## src/rtl/sram_port_pkg.sv

```systemverilog
`default_nettype none
package sram_port_pkg;
	localparam int ADDR_W            = 13;
	localparam int DATA_W            = 8;
	localparam int CLK_PERIOD_PS     = 25000;
	// Bus timing of the attached part, in ns; power-up recovery in ms
	localparam int ADDR_ACCESS_NS    = 100;
	localparam int OE_ACCESS_NS      = 50;
	localparam int STROBE_WIDTH_NS   = 80;
	localparam int DATA_SETUP_NS     = 50;
	localparam int RECOVERY_NS       = 10;
	localparam int DATA_HOLD_NS      = 5;
	localparam int POWER_UP_REC_MS   = 1;
	// Least times round up
	localparam int READ_CYC     = (ADDR_ACCESS_NS * 1000 + CLK_PERIOD_PS - 1) / CLK_PERIOD_PS + 1;
	localparam int STROBE_CYC   = (STROBE_WIDTH_NS * 1000 + CLK_PERIOD_PS - 1) / CLK_PERIOD_PS;
	localparam int SETUP_CYC    = (DATA_SETUP_NS * 1000 + CLK_PERIOD_PS - 1) / CLK_PERIOD_PS;
	localparam int RECOV_CYC    = (RECOVERY_NS * 1000 + CLK_PERIOD_PS - 1) / CLK_PERIOD_PS;
	localparam int HOLD_CYC     = (DATA_HOLD_NS * 1000 + CLK_PERIOD_PS - 1) / CLK_PERIOD_PS;
	localparam int POWER_UP_CYC = (POWER_UP_REC_MS * 1000000000 + CLK_PERIOD_PS - 1) / CLK_PERIOD_PS;
	localparam int CNT_W        = 16;
endpackage
`default_nettype wire

```

## src/rtl/sram_power_guard.sv

```systemverilog
`default_nettype none
module sram_power_guard
	import sram_port_pkg::*;
#(
	parameter int REC_CYCLES = POWER_UP_CYC
) (
	input  wire logic i_clk,
	input  wire logic i_rst,
	input  wire logic i_power_good,
	output logic      o_ready
);
	typedef struct packed {
		logic             s1;
		logic             s2;
		logic [CNT_W-1:0] cnt;
		logic             ready;
	} guard_t;
	guard_t cur_ff;
	guard_t nxt_cur;

	always_comb begin
		nxt_cur    = cur_ff;
		nxt_cur.s1 = i_power_good;
		nxt_cur.s2 = cur_ff.s1;
		// Any drop restarts the wait; ready only after a full quiet interval
		if (!cur_ff.s2) begin
			nxt_cur.cnt   = '0;
			nxt_cur.ready = 1'b0;
		end else if (cur_ff.cnt < CNT_W'(REC_CYCLES)) begin
			nxt_cur.cnt   = cur_ff.cnt + 1'b1;
		end else begin
			nxt_cur.ready = 1'b1;
		end
	end

	always_ff @(posedge i_clk) begin
		if (i_rst)
			cur_ff <= '0;
		else
			cur_ff <= nxt_cur;
	end

	assign o_ready = cur_ff.ready;

	AST_NOT_READY_LOW_POWER: assert property (@(posedge i_clk) disable iff (i_rst)
		!cur_ff.s2 |=> !o_ready) else $error("ready while power bad");
endmodule
`default_nettype wire

```

## src/rtl/sram_host_port.sv

```systemverilog
`default_nettype none
// Function
// Read: select low, strobe high.
// Thirteen address bits select one of 8192 bytes.
// Read data sampled only after address access time.
// Sampling waits for the later of select and output-enable access.
// Device drives data only with select and output enable low.
// Data before address access time is indeterminate; never sampled.
// Address held fixed through a read; no sampling after changes.
// Write: select and strobe both low.
// Write starts at later falling edge of select or strobe.
// Write ends at the earlier rising edge; byte captured then.
// Address stays stable from write start until after its end.
// Select and strobe stay high for recovery time between cycles.
// Write data set up before end and held after end.
// Output enable kept high during writes.
// Strobe low floats device outputs after delay.
// Select and strobe falling together keep outputs floated.
// Power fail: device deselects, floats, ignores inputs.
// Power fail in a write may corrupt only that byte.
// Write protect lasts recovery time after power returns.
// Select kept high while supply rises through threshold.
// Power-up recovery with select high is at least 1 ms.
// Read data valid within 100 ns of address.
// Strobe held low at least 80 ns.
// Write data valid at least 50 ns before strobe rises.
// Power-good low forces deselect and no writes.
module sram_host_port
	import sram_port_pkg::*;
#(
	parameter int REC_CYCLES = POWER_UP_CYC
) (
	input  wire logic              i_clk,
	input  wire logic              i_rst,
	input  wire logic              i_power_good,
	input  wire logic              i_req,
	input  wire logic              i_we,
	input  wire logic [ADDR_W-1:0] i_addr,
	input  wire logic [DATA_W-1:0] i_wdata,
	output logic                   o_busy,
	output logic                   o_done,
	output logic [DATA_W-1:0]      o_rdata,
	output logic [ADDR_W-1:0]      o_addr_pins,
	output logic                   o_sel_n,
	output logic                   o_oe_n,
	output logic                   o_we_n,
	output logic [DATA_W-1:0]      o_data_pins,
	output logic                   o_data_oe_n,
	input  wire logic [DATA_W-1:0] i_data_pins
);
	typedef enum logic [6:0] {
		ST_IDLE  = 7'b0000001,
		ST_READ  = 7'b0000010,
		ST_WRITE = 7'b0000100,
		ST_WHOLD = 7'b0001000,
		ST_RECOV = 7'b0010000,
		ST_SAMP  = 7'b0100000,
		ST_OFF   = 7'b1000000
	} state_t;

	typedef struct packed {
		state_t            st;
		logic [CNT_W-1:0]  cnt;
		logic [DATA_W-1:0] s1;
		logic [DATA_W-1:0] s2;
		logic [ADDR_W-1:0] addr;
		logic [DATA_W-1:0] wdata;
		logic [DATA_W-1:0] rdata;
		logic              done;
		logic              sel_n;
		logic              oe_n;
		logic              we_n;
		logic              doe_n;
	} port_t;

	port_t cur_ff;
	port_t nxt_cur;
	logic  pwr_ready;

	function automatic logic [CNT_W-1:0] cyc(input int n);
		cyc = CNT_W'(n);
	endfunction

	sram_power_guard #(
		.REC_CYCLES (REC_CYCLES)
	) u_guard (
		.i_clk        (i_clk),
		.i_rst        (i_rst),
		.i_power_good (i_power_good),
		.o_ready      (pwr_ready)
	);

	// --------------------------------------------------------------
	// Sequencer
	// --------------------------------------------------------------
	always_comb begin
		nxt_cur      = cur_ff;
		nxt_cur.done = 1'b0;
		nxt_cur.s1   = i_data_pins;
		nxt_cur.s2   = cur_ff.s1;
		case (cur_ff.st)
			ST_IDLE: begin
				nxt_cur.cnt = '0;
				if (!pwr_ready) begin
					nxt_cur.st = ST_OFF;
				end else if (i_req) begin
					nxt_cur.addr  = i_addr;
					nxt_cur.wdata = i_wdata;
					nxt_cur.sel_n = 1'b0;
					if (i_we) begin
						// Data driven and strobe low with select: outputs never turn on
						nxt_cur.we_n  = 1'b0;
						nxt_cur.oe_n  = 1'b1;
						nxt_cur.doe_n = 1'b0;
						nxt_cur.st    = ST_WRITE;
					end else begin
						nxt_cur.oe_n = 1'b0;
						nxt_cur.st   = ST_READ;
					end
				end
			end
			ST_READ: begin
				nxt_cur.cnt = cur_ff.cnt + 1'b1;
				// Waits cover both access times plus two-stage sync latency
				if (cur_ff.cnt >= cyc(READ_CYC))
					nxt_cur.st = ST_SAMP;
			end
			ST_SAMP: begin
				nxt_cur.cnt = cur_ff.cnt + 1'b1;
				if (cur_ff.cnt >= cyc(READ_CYC + 2)) begin
					nxt_cur.rdata = cur_ff.s2;
					nxt_cur.done  = 1'b1;
					nxt_cur.sel_n = 1'b1;
					nxt_cur.oe_n  = 1'b1;
					nxt_cur.cnt   = '0;
					nxt_cur.st    = ST_RECOV;
				end
			end
			ST_WRITE: begin
				nxt_cur.cnt = cur_ff.cnt + 1'b1;
				// Strobe width also covers the data setup
				if (cur_ff.cnt >= cyc(STROBE_CYC > SETUP_CYC ? STROBE_CYC - 1 : SETUP_CYC - 1)) begin
					nxt_cur.we_n  = 1'b1;
					nxt_cur.cnt   = '0;
					nxt_cur.st    = ST_WHOLD;
				end
			end
			ST_WHOLD: begin
				nxt_cur.cnt = cur_ff.cnt + 1'b1;
				if (cur_ff.cnt >= cyc(HOLD_CYC - 1)) begin
					nxt_cur.doe_n = 1'b1;
					nxt_cur.sel_n = 1'b1;
					nxt_cur.done  = 1'b1;
					nxt_cur.cnt   = '0;
					nxt_cur.st    = ST_RECOV;
				end
			end
			ST_RECOV: begin
				nxt_cur.cnt = cur_ff.cnt + 1'b1;
				// Address stays put until recovery is over
				if (cur_ff.cnt >= cyc(RECOV_CYC - 1))
					nxt_cur.st = ST_IDLE;
			end
			ST_OFF: begin
				nxt_cur.sel_n = 1'b1;
				nxt_cur.oe_n  = 1'b1;
				nxt_cur.we_n  = 1'b1;
				nxt_cur.doe_n = 1'b1;
				if (pwr_ready)
					nxt_cur.st = ST_IDLE;
			end
			default: nxt_cur.st = ST_OFF;
		endcase
		// Power loss mid-cycle ends the access at once; only the current byte is at risk
		if (!pwr_ready && cur_ff.st != ST_IDLE && cur_ff.st != ST_OFF) begin
			nxt_cur.st    = ST_OFF;
			nxt_cur.sel_n = 1'b1;
			nxt_cur.we_n  = 1'b1;
			nxt_cur.oe_n  = 1'b1;
			nxt_cur.doe_n = 1'b1;
		end
	end

	always_ff @(posedge i_clk) begin
		if (i_rst) begin
			cur_ff       <= '0;
			cur_ff.st    <= ST_OFF;
			cur_ff.sel_n <= 1'b1;
			cur_ff.oe_n  <= 1'b1;
			cur_ff.we_n  <= 1'b1;
			cur_ff.doe_n <= 1'b1;
		end else begin
			cur_ff <= nxt_cur;
		end
	end

	logic busy_ff;
	always_ff @(posedge i_clk) begin
		if (i_rst)
			busy_ff <= 1'b1;
		else
			busy_ff <= (nxt_cur.st != ST_IDLE) || !pwr_ready;
	end

	assign o_busy      = busy_ff;
	assign o_done      = cur_ff.done;
	assign o_rdata     = cur_ff.rdata;
	assign o_addr_pins = cur_ff.addr;
	assign o_sel_n     = cur_ff.sel_n;
	assign o_oe_n      = cur_ff.oe_n;
	assign o_we_n      = cur_ff.we_n;
	assign o_data_pins = cur_ff.wdata;
	assign o_data_oe_n = cur_ff.doe_n;

	// --------------------------------------------------------------
	// Checks
	// --------------------------------------------------------------
	AST_OE_HIGH_IN_WRITE: assert property (@(posedge i_clk) disable iff (i_rst)
		!o_we_n |-> o_oe_n) else $error("oe low during write");
	AST_STROBE_WIDTH: assert property (@(posedge i_clk) disable iff (i_rst)
		$fell(o_we_n) && pwr_ready |-> (!o_we_n)[*4]) else $error("strobe too short");
	AST_DATA_SETUP_HOLD: assert property (@(posedge i_clk) disable iff (i_rst)
		$rose(o_we_n) && !o_sel_n |-> !o_data_oe_n && $stable(o_data_pins)) else $error("write data hold");
	AST_ADDR_STABLE: assert property (@(posedge i_clk) disable iff (i_rst)
		!o_sel_n && !$past(o_sel_n) |-> $stable(o_addr_pins)) else $error("address moved");
	AST_RECOVERY: assert property (@(posedge i_clk) disable iff (i_rst)
		$rose(o_sel_n) |=> o_sel_n) else $error("no recovery gap");
	AST_OFF_DESELECT: assert property (@(posedge i_clk) disable iff (i_rst)
		!pwr_ready |=> o_sel_n && o_we_n) else $error("selected during power fail");
	AST_READ_WAIT: assert property (@(posedge i_clk) disable iff (i_rst)
		$fell(o_oe_n) |-> !o_done [*5]) else $error("read sampled early");
	AST_NO_DRIVE_IN_READ: assert property (@(posedge i_clk) disable iff (i_rst)
		!o_oe_n |-> o_data_oe_n) else $error("bus contention");
	COV_READ: cover property (@(posedge i_clk) disable iff (i_rst) $fell(o_oe_n) ##[1:20] o_done);
	COV_WRITE: cover property (@(posedge i_clk) disable iff (i_rst) $fell(o_we_n) ##[1:20] o_done);
	COV_PFAIL: cover property (@(posedge i_clk) disable iff (i_rst) !o_sel_n ##1 !pwr_ready);
endmodule
`default_nettype wire

```

## config.mk

```make
export PLATFORM = sky130hd
export DESIGN_NAME = sram_host_port
export DESIGN_NICKNAME = d
export VERILOG_FILES = /design/src/rtl/sram_port_pkg.sv /design/src/rtl/sram_power_guard.sv /design/src/rtl/sram_host_port.sv
export SDC_FILE = /design/constraint.sdc
export NUM_CORES = 1
export LEC_CHECK = 0
export BUFFER_PORTS_ARGS = -buffer_cell sky130_fd_sc_hd__buf_2
export CELL_PAD_IN_SITES_DETAIL_PLACEMENT = 1
export CELL_PAD_IN_SITES_GLOBAL_PLACEMENT = 1
export CORE_MARGIN = 2
export CORE_UTILIZATION = 40
export DETAILED_ROUTE_END_ITERATION = 16
export PLACE_DENSITY_LB_ADDON = 0.1
export SLEW_MARGIN = 20
export SYNTH_ARGS = -nofsm -noshare
export SYNTH_HDL_FRONTEND = slang
export SYNTH_SLANG_ARGS = --single-unit
```

## constraint.sdc

```tcl
create_clock -name i_clk -period 2.15 [get_ports i_clk]
set_input_delay 0.215 -clock i_clk [delete_from_list [all_inputs] [get_ports i_clk]]
set_output_delay 0.215 -clock i_clk [all_outputs]
set_load 0.01 [all_outputs]
```

==> results_dict.tcl, run 1 <==
set metrics [dict create \
    critPathArrivalTime_ns 2.32 \
    antenna_found_initial 0 \
    num_rows 38 \
    wl_mm 10.9 \
    cap_violations 0 \
    path_max_fanout 10 \
    crit_path_end_kind "flip-flop" \
    dr.pass1.iters 4 \
    hp-class "primary input to flip-flop" \
    htreeDepth 3 \
    fin_tns_setup_ns 0 \
    clock_sinks 93 \
    critPathBufInv 1 \
    syn_to_final_growth_pct 18.4 \
    leakage_nw 2.03 \
    dpl_worst_slack_ns -0.221 \
    ant_nets 0 \
    drc 0 \
    reg2regPathDepth 6 \
    dpl.hpwl_mm 8.02 \
    coreArea_sq_um 10700 \
    routabilityCongestion 0.877 \
    crit_type "flip-flop to flip-flop" \
    final_common_cell "dfxtp_1" \
    pin_count 69 \
    drtIter0Drc 119 \
    synth_nets 532 \
    regToRegSetupSlack_ns 0.09 \
    worstPathRequired_ns 2.41 \
    grt_pass1_wl_mm 17.6 \
    grt_use_total_pct 19.0 \
    power_density_nw_per_um2 577 \
    worst_path_largest_cell_delay_ns 0.41 \
    whs_path_depth 2 \
    grt_max_degree 29 \
    min_period_over_period_pct 95.7 \
    cts_root_buf "clkbuf_8" \
    final_cells 705 \
    grtUsageMet2_pct 31.4 \
    port_buffers 68 \
    ys.warnings.count 0 \
    reg2reg_to "o_rdata[7]" \
    met3_usage_pct 4.28 \
    clock_path_buffers 2 \
    cts_made_buffers 9 \
    first_global_vias 3627 \
    synth_area_leaders "dfxtp_1 43%, buf_4 5.2%, nand2_1 4.8%" \
    die_w_um 108 \
    cpMaxStageDelayCell "nor4_1" \
    final_layout_size_suffix_gt1_share_pct 28.0 \
    drv_slew 0 \
    ys_seq_area_share_pct 42.9 \
    routed_via_density 5.20 \
    rsz0062_at_grt "true" \
    period_minus_slack_ns 2.06 \
    synth_seq_cells 93 \
    ir_worst_vdd_mv 0.285 \
    netlist.area_leader.share_pct 42.9 \
    syn_area_sq_um 4340 \
    clock_latency_ns 0.37 \
    hold_start "i_data_pins[5]" \
    timing.fmax_ghz 0.486 \
    grt_use_met1_pct 23.6 \
    fp.dieArea_sq_um 11700 \
    syn_area_per_cell_sq_um 8.78 \
    yosys.area.top_type "dfxtp_1" \
    holdWs_ns 0.0498 \
    vias 3669 \
    dp.cells 688 \
    wl_per_cell_um 15.5 \
    cts_tree "yes" \
    n_fill_cell 1296 \
    synthCells 494 \
    power_mw 2.96 \
    fin_worst_skew_ns 0.00825 \
    multi_input_area_sq_um 2140 \
    seqCellArea_sq_um 1870 \
    gr-total-overflow 0 \
    tightest_slew_ns 0.651 \
    antenna_cells 0 \
    status "complete, no violations" \
    critPathTopFamily "simple AND/OR/NAND/NOR gates" \
    path_cells "nor4_1 -> nand4_1 -> o21ai_2 -> buf_4 -> mux2i_1 -> nor2_1" \
    final_cell_mix "90 x dfxtp_1, 68 x buf_2, 55 x nand2_1, 42 x buf_4, 40 x nor2_1" \
    nets 598 \
    clk_pin_slew_worst_paths_ns 0.10 \
    synth_cell_types 59 \
    finalSetupViolCount 0 \
    hold_end "cur_ff[47]" \
    initial_core_util_pct 40.5 \
    start_kind "flip-flop" \
    dieHeight_um 108 \
    top_usage_layer "met2" \
    setup_ws_ns 0.0920 \
    r2r_start "cur_ff[53]" \
    hold_viol 0 \
    relSlewSlack_pct 56.6 \
]
==> report_power, final <==
| part | internal (mW) | total [mW] | leakage (nW) | switching, mW |
|---|---|---|---|---|
| Sequential | 1.74 | 1.74 | 0.755 | 0.00402 |
| Clock | 0.473 | 1.14 | 0.0996 | 0.668 |
| Combinational | 0.0363 | 0.0801 | 1.18 | 0.0438 |
| Total | 2.25 | 2.96 | 2.03 | 0.716 |
==> routing by layer <==
metal | wire, um | up-vias | share of wire [%]
met4 | 253 | 0 | 2.3
met2 | 5130 | 60 | 47
li1 | - | 1833 | -
met1 | 5110 | 1754 | 47
met3 | 424 | 22 | 3.9
met5 | 0 | - | 0
==> worst reg2reg max path, stage by stage, from the launching register on <==
cell and delay, ns:
dfxtp_1 0.32, nor4_1 0.41, nand4_1 0.34, o21ai_2 0.31
buf_4 0.27, mux2i_1 0.24, nor2_1 0.06
==> logic make-up (layout without fill, tap and decap cells) <==
group / count (synthesis) / count (layout) / share of synthesized area [%]
and+or+nand+nor: 196 / 196 / 24.0
AOI/OAI and AO/OA: 97 / 97 / 15.6
DFF: 93 / 93 / 42.9
buffers and inverters: 72 / 143 / 9.49
xor gates and xnor gates: 20 / 20 / 4.04
muxes: 12 / 12 / 2.77
adders and majority gates: 4 / 4 / 1.15
==> Yosys cell counts, drive strengths merged <==
| library cell | count |
|---|---|
| o31a | 2 |
| or4 | 2 |
| o22ai | 3 |
| a311oi | 1 |
| nor2b | 21 |
| and2 | 3 |
| nand4 | 8 |
| o32a | 1 |
| a31oi | 4 |
| buf | 42 |
| nor3 | 14 |
| o21ai | 16 |
| a21oi | 35 |
| nor2 | 40 |
| o31ai | 1 |
| nor4 | 11 |
| nand3 | 11 |
| or3 | 7 |
| o21a | 2 |
| o32ai | 1 |
| a21boi | 3 |
| o211ai | 3 |
| o211a | 2 |
| xnor2 | 16 |
| xor2 | 4 |
| and4 | 4 |
| clkbuf | 17 |
| inv | 13 |
| and3 | 7 |
| o22a | 1 |
| nand4b | 1 |
| nand2 | 55 |
| a21bo | 1 |
| mux2i | 12 |
| a41oi | 1 |
| a211oi | 13 |
| dfxtp | 93 |
| nor3b | 5 |
| a211o | 2 |
| nand2b | 3 |
| ha | 4 |
| o21ba | 1 |
| nor4b | 4 |
| a2111oi | 4 |
==> flip-flops by register name, summed over array words and instances, names as in the netlist <==
name             flops
cur_ff              39
u_guard.cur_ff      18
o_addr_pins         13
o_data_pins          8
o_rdata              8
o_busy               1
o_data_oe_n          1
o_done               1
o_oe_n               1
o_sel_n              1
o_we_n               1
u_guard.o_ready      1
==> how the worst max path moves through the flow <==
| stage | start | to | slack [ns] | depth (start not counted) |
|---|---|---|---|---|
| 6_report | cur_ff[53] | o_rdata[7] | 0.09 | 6 |
| 4_1_cts | cur_ff[68] | cur_ff[59] | 0.002 | 8 |
| 3_3_place_gp | cur_ff[72] | cur_ff[56] | -0.29 | 5 |
| 5_1_grt | cur_ff[66] | cur_ff[64] | -0.006 | 6 |
| 3_5_place_dp | cur_ff[67] | cur_ff[59] | -0.22 | 7 |
| 2_1_floorplan | cur_ff[66] | cur_ff[50] | 0.19 | 6 |
==> cell type report <==
cell class	count	area share, %
clock inverter	6	0.999
clock buffer	10	2.68
inverter	13	0.950
sequential	93	36.3
timing repair buffer	114	14.0
multi-input combinational	329	41.6
tap	140	3.41
==> stage by stage <==
step / util (%) / area (sq um)
after floorplan: - / 4340
after global placement: 45.1 / 4830
after detailed placement: 45.2 / 4830
after CTS: 47.4 / 5070
after global routing: 48.0 / 5130
final: 48.0 / 5130
==> what timing repair did <==
action / in CTS / in global routing
setup endpoints to repair: 15 / 29
resized for setup: 4 / 11
hold buffers: 0 / 0
setup buffers: 2 / 1
pin swaps: 3 / 2
No activity file was read; power rests on OpenSTA's default activity.
==> run 2, diff against run 1 <==
--- a/config.mk
+++ b/config.mk
@@ -11,6 +11,7 @@
 export CORE_MARGIN = 2
 export CORE_UTILIZATION = 40
 export DETAILED_ROUTE_END_ITERATION = 16
+export MAX_ROUTING_LAYER = met4
 export PLACE_DENSITY_LB_ADDON = 0.1
 export SLEW_MARGIN = 20
 export SYNTH_ARGS = -nofsm -noshare
==> run 2 against run 1 <==
Hold slack worse by 0.0056 ns; final area is 1.9% lower; final cell count is 1.1% lower; sequential cell count stayed put; sequential power hardly changed; combinational power is 0.5% lower; clock skew is 0.00092 ns higher; clock power hardly changed; largest power group unchanged.
==> results_dict.tcl, run 2 (synthesis results as in run 1) <==
set metrics [dict create \
    final_common_cell "dfxtp_1" \
    clk_pin_slew_worst_paths_ns 0.10 \
    drc 0 \
    initial_core_util_pct 40.5 \
    cts_made_buffers 9 \
    cts_root_buf "clkbuf_8" \
    cts_tree "yes" \
    routed_via_density 5.19 \
    ant_nets 0 \
    antenna_cells 0 \
    final_layout_size_suffix_gt1_share_pct 26.8 \
    num_rows 38 \
    gr-total-overflow 0 \
    port_buffers 68 \
    start_kind "flip-flop" \
    wl_per_cell_um 15.2 \
    min_period_over_period_pct 93.2 \
    hp-class "primary input to flip-flop" \
    htreeDepth 3 \
    rsz0062_at_grt "true" \
    die_w_um 108 \
    clock_path_buffers 2 \
    drv_slew 0 \
    fin_area_sq_um 5040 \
    largest_reg_flops 39 \
    regMostFlops "cur_ff" \
    routabilityCongestion 0.830 \
    fin_util_pct 47.1 \
    cap_violations 0 \
    crit_path_end_kind "flip-flop" \
    first_global_vias 3628 \
    tightest_slew_ns 0.622 \
    dpl_worst_slack_ns 0.0458 \
    grt_max_degree 29 \
    crit_type "flip-flop to flip-flop" \
    status "complete, no violations" \
    antenna_found_initial 0 \
    vias 3615 \
    coreArea_sq_um 10700 \
    clock_latency_ns 0.37 \
    hold_viol 0 \
    period_minus_slack_ns 2.00 \
    grt_pass1_wl_mm 17.6 \
    leakage_nw 1.97 \
    nets 590 \
    dpl_cell_area_sq_um 4780 \
    clock_sinks 93 \
    grt_use_total_pct 19.5 \
    pin_count 69 \
    dpl.hpwl_mm 7.68 \
    syn_to_final_growth_pct 16.2 \
    finalSetupViolCount 0 \
    relSlewSlack_pct 58.5 \
    dieHeight_um 108 \
    drtIter0Drc 135 \
    holdWs_ns 0.0442 \
    final_cell_mix "91 x dfxtp_1, 68 x buf_2, 55 x nand2_1, 40 x nor2_1" \
    wl_mm 10.6 \
    path_max_fanout 8 \
    fin_tns_setup_ns 0 \
    hold_buffers 0 \
    dr.pass1.iters 4 \
    ir_worst_vdd_mv 0.285 \
    fin_worst_skew_ns 0.00917 \
    power_density_nw_per_um2 581 \
    critPathArrivalTime_ns 2.29 \
    setup_ws_ns 0.147 \
    fp.dieArea_sq_um 11700 \
    timing.fmax_ghz 0.499 \
    worstPathRequired_ns 2.44 \
]
[run 2: changes by cell type in the layout (fill, tap and decap cells not counted), moves of 2 or more]
cell        change
a211oi_2        +2
buf_4           -7
clkinvlp_4      +2
dfxtp_2         -2
nor4_2          +2
[run 2: what timing repair did]
| action | 4_1_cts | 5_1_grt |
|---|---|---|
| resized for setup | 0 | 14 |
| endpoints found under the setup margin | 0 | 27 |
| buffers inserted | 0 | 2 |
[run 2: where the power goes]
part / internal, mW / leakage (nW) / switching (mW)
Clock: 0.439 / 0.0854 / 0.666
Combinational: 0.0364 / 1.13 / 0.0433
Sequential: 1.74 / 0.754 / 0.00380
Total: 2.21 / 1.97 / 0.713
[run 2: area by class of cell]
| class | count | area [sq um] |
|---|---|---|
| Fill cell | 1295 | 5660 |
| Multi-Input combinational cell | 329 | 2120 |
| Sequential cell | 93 | 1870 |
| Timing Repair Buffer | 106 | 646 |
| Tap cell | 140 | 175 |
| Clock buffer | 10 | 128 |
| Clock inverter | 6 | 52.6 |
| Inverter | 13 | 48.8 |
[run 2: worst paths after layout]
path,from,end,slack [ns],cells past startpoint
max,cur_ff[67],cur_ff[64],0.15,5
min,i_data_pins[2],cur_ff[44],0.04,2
max reg2reg,cur_ff[67],cur_ff[64],0.15,5
min reg2reg,cur_ff[46],cur_ff[38],0.44,1
[run 2: routing by layer]
| layer | vias to the layer above | global-route usage [%] | part of all wire, % |
|---|---|---|---|
| met2 | 60 | 31.6 | 49 |
| met4 | 0 | 8.24 | 1.7 |
| met3 | 10 | 2.65 | 3.4 |
| met5 | - | - | 0 |
| li1 | 1801 | - | - |
| met1 | 1744 | 24.5 | 46 |
[run 2: stage by stage]
stage               std cells  power, mW
floorplan                 494       1.82
global placement          680       1.86
detailed placement        680       1.86
CTS                       696       2.97
global route              697       3.05
finish                    697       2.92
[run 2: worst max-delay path, stage by stage, from the launching register on]
cell	delay, ns
dfxtp_1	0.32
or4_4	0.59
nor4b_4	0.35
a211oi_4	0.12
or3_1	0.34
a211oi_2	0.21
==> run 3, diff against run 2 <==
==> constraint.sdc (replaced) <==
create_clock -name i_clk -period 2.3 [get_ports i_clk]
set_input_delay 0.23 -clock i_clk [delete_from_list [all_inputs] [get_ports i_clk]]
set_output_delay 0.23 -clock i_clk [all_outputs]
set_load 0.01 [all_outputs]
==> run 3 against run 2 <==
Final cell count down 2.3%; final area fell by 3.0%; largest power group unchanged; critical endpoint is now cur_ff[62]; hold slack better by 0.017 ns; highest routed layer unchanged; combinational power fell by 10%; die area did not move; wire length is 2.7% lower.
==> results_dict.tcl, run 3 (synthesis results as in run 1) <==
set metrics [dict create \
    status "complete, no violations" \
    final_common_cell "dfxtp_1" \
    period_minus_slack_ns 2.16 \
    r2r_start "cur_ff[66]" \
    pin_count 69 \
    worstPathRequired_ns 2.60 \
    min_period_over_period_pct 93.8 \
    hp-class "primary input to flip-flop" \
    fin_worst_skew_ns 0.00992 \
    final_layout_size_suffix_gt1_share_pct 23.7 \
    timing.fmax_ghz 0.464 \
    antenna_cells 0 \
    critPathArrivalTime_ns 2.46 \
    dpl_cell_area_sq_um 4650 \
    dr.pass1.iters 4 \
    gr-total-overflow 0 \
    power_density_nw_per_um2 588 \
    crit_type "flip-flop to flip-flop" \
    ant_nets 0 \
    routabilityCongestion 0.861 \
    port_buffers 68 \
    combinationalPowerShare_pct 2.5 \
    fin_area_sq_um 4880 \
    setup_ws_ns 0.143 \
    seqPwrFrac_pct 56.6 \
    dpl.hpwl_mm 7.42 \
    nets 574 \
    dieHeight_um 108 \
    clock_sinks 93 \
    switching_power_mw 0.690 \
    hold_start "i_data_pins[5]" \
    cts_made_buffers 9 \
    htreeDepth 3 \
    syn_to_final_growth_pct 12.6 \
    die_w_um 108 \
    wl_per_cell_um 15.1 \
    num_rows 38 \
    start_kind "flip-flop" \
    leakage_nw 1.90 \
    reg2regPathDepth 5 \
    regToRegSetupSlack_ns 0.14 \
    grt_pass1_wl_mm 16.7 \
    regMostFlops "cur_ff" \
    fin_tns_setup_ns 0 \
    switching_share_pct 24.0 \
    ir_worst_vdd_mv 0.316 \
    fp.dieArea_sq_um 11700 \
    tightest_slew_ns 0.680 \
    clock_path_buffers 2 \
    antenna_found_initial 0 \
    wl_mm 10.3 \
    final_cell_mix "91 x dfxtp_1, 68 x buf_2, 55 x nand2_1, 40 x nor2_1, 35 x a21oi_1" \
    rsz0062_at_grt "false" \
    coreArea_sq_um 10700 \
    drtIter0Drc 158 \
    hold_viol 0 \
    reg2reg_to "cur_ff[62]" \
    drv_slew 0 \
    hold_buffers 0 \
    initial_core_util_pct 40.5 \
    grt_max_degree 30 \
    clock_latency_ns 0.37 \
    drc 0 \
    clk_pin_slew_worst_paths_ns 0.10 \
    cap_violations 0 \
    dpl_worst_slack_ns 0.0834 \
    hold_end "cur_ff[47]" \
    holdWs_ns 0.0608 \
    grt_use_total_pct 18.6 \
    cts_tree "yes" \
    first_global_vias 3457 \
    clkPwrFrac_pct 40.9 \
    internal-power_mw 2.18 \
    crit_path_end_kind "flip-flop" \
    routed_via_density 5.14 \
    power_mw 2.87 \
    path_max_fanout 10 \
    cts_root_buf "clkbuf_8" \
    whs_path_depth 2 \
    finalSetupViolCount 0 \
    largest_reg_flops 39 \
    relSlewSlack_pct 54.6 \
    vias 3498 \
]
-- run 3: what timing repair did --
item | in CTS | in global routing
resized for setup | 0 | 4
setup buffers | 0 | 1
endpoints found under the setup margin | 0 | 11
-- run 3: layer usage --
metal / global-route usage (%) / up-vias / routed length (um)
met1: 23.4 / 1655 / 4890
li1: - / 1772 / -
met4: 6.41 / 0 / 183
met5: - / - / 0
met3: 3.92 / 16 / 358
met2: 29.9 / 55 / 4870
-- run 3: worst max path at each step --
| stage | startpoint | end | slack, ns | cells after the start |
|---|---|---|---|---|
| global placement | cur_ff[66] | cur_ff[65] | 0.20 | 5 |
| floorplan | cur_ff[66] | cur_ff[50] | 0.34 | 6 |
| detailed placement | cur_ff[67] | cur_ff[65] | 0.08 | 5 |
| CTS | cur_ff[66] | cur_ff[65] | 0.04 | 5 |
| finish | cur_ff[66] | cur_ff[62] | 0.14 | 5 |
| global route | cur_ff[66] | cur_ff[60] | 0.02 | 6 |
-- run 3: per-stage QoR --
step	std cells	utilization, %
after CTS	680	45.4
after floorplan	494	-
final	681	45.7
after global placement	664	43.4
after detailed placement	664	43.4
after global routing	681	45.7
-- run 3: cell type report --
class | count | area, sq um
inverters | 13 | 48.8
clock buffers | 9 | 124
well taps | 140 | 175
flip-flops and latches | 93 | 1860
clock inverters | 7 | 88.8
repair buffers | 90 | 505
fillers | 1289 | 5810
multi-input cells | 329 | 2080
-- run 3: critical path, cell delays in order (launching register included) --
cell and delay, ns:
dfxtp_1 0.43, or4_4 0.63, nor4b_4 0.34, a211oi_4 0.13, or3_1 0.35, a211oi_2 0.21
-- run 3: power by group through the flow --
| stage | logic (mW) | clock network [mW] | registers [mW] |
|---|---|---|---|
| after floorplan | 0.0339 | 0 | 1.66 |
| after global placement | 0.0716 | 0 | 1.66 |
| after detailed placement | 0.0727 | 0 | 1.67 |
| after CTS | 0.0732 | 1.22 | 1.63 |
| after global routing | 0.0800 | 1.27 | 1.63 |
| final | 0.0715 | 1.17 | 1.63 |
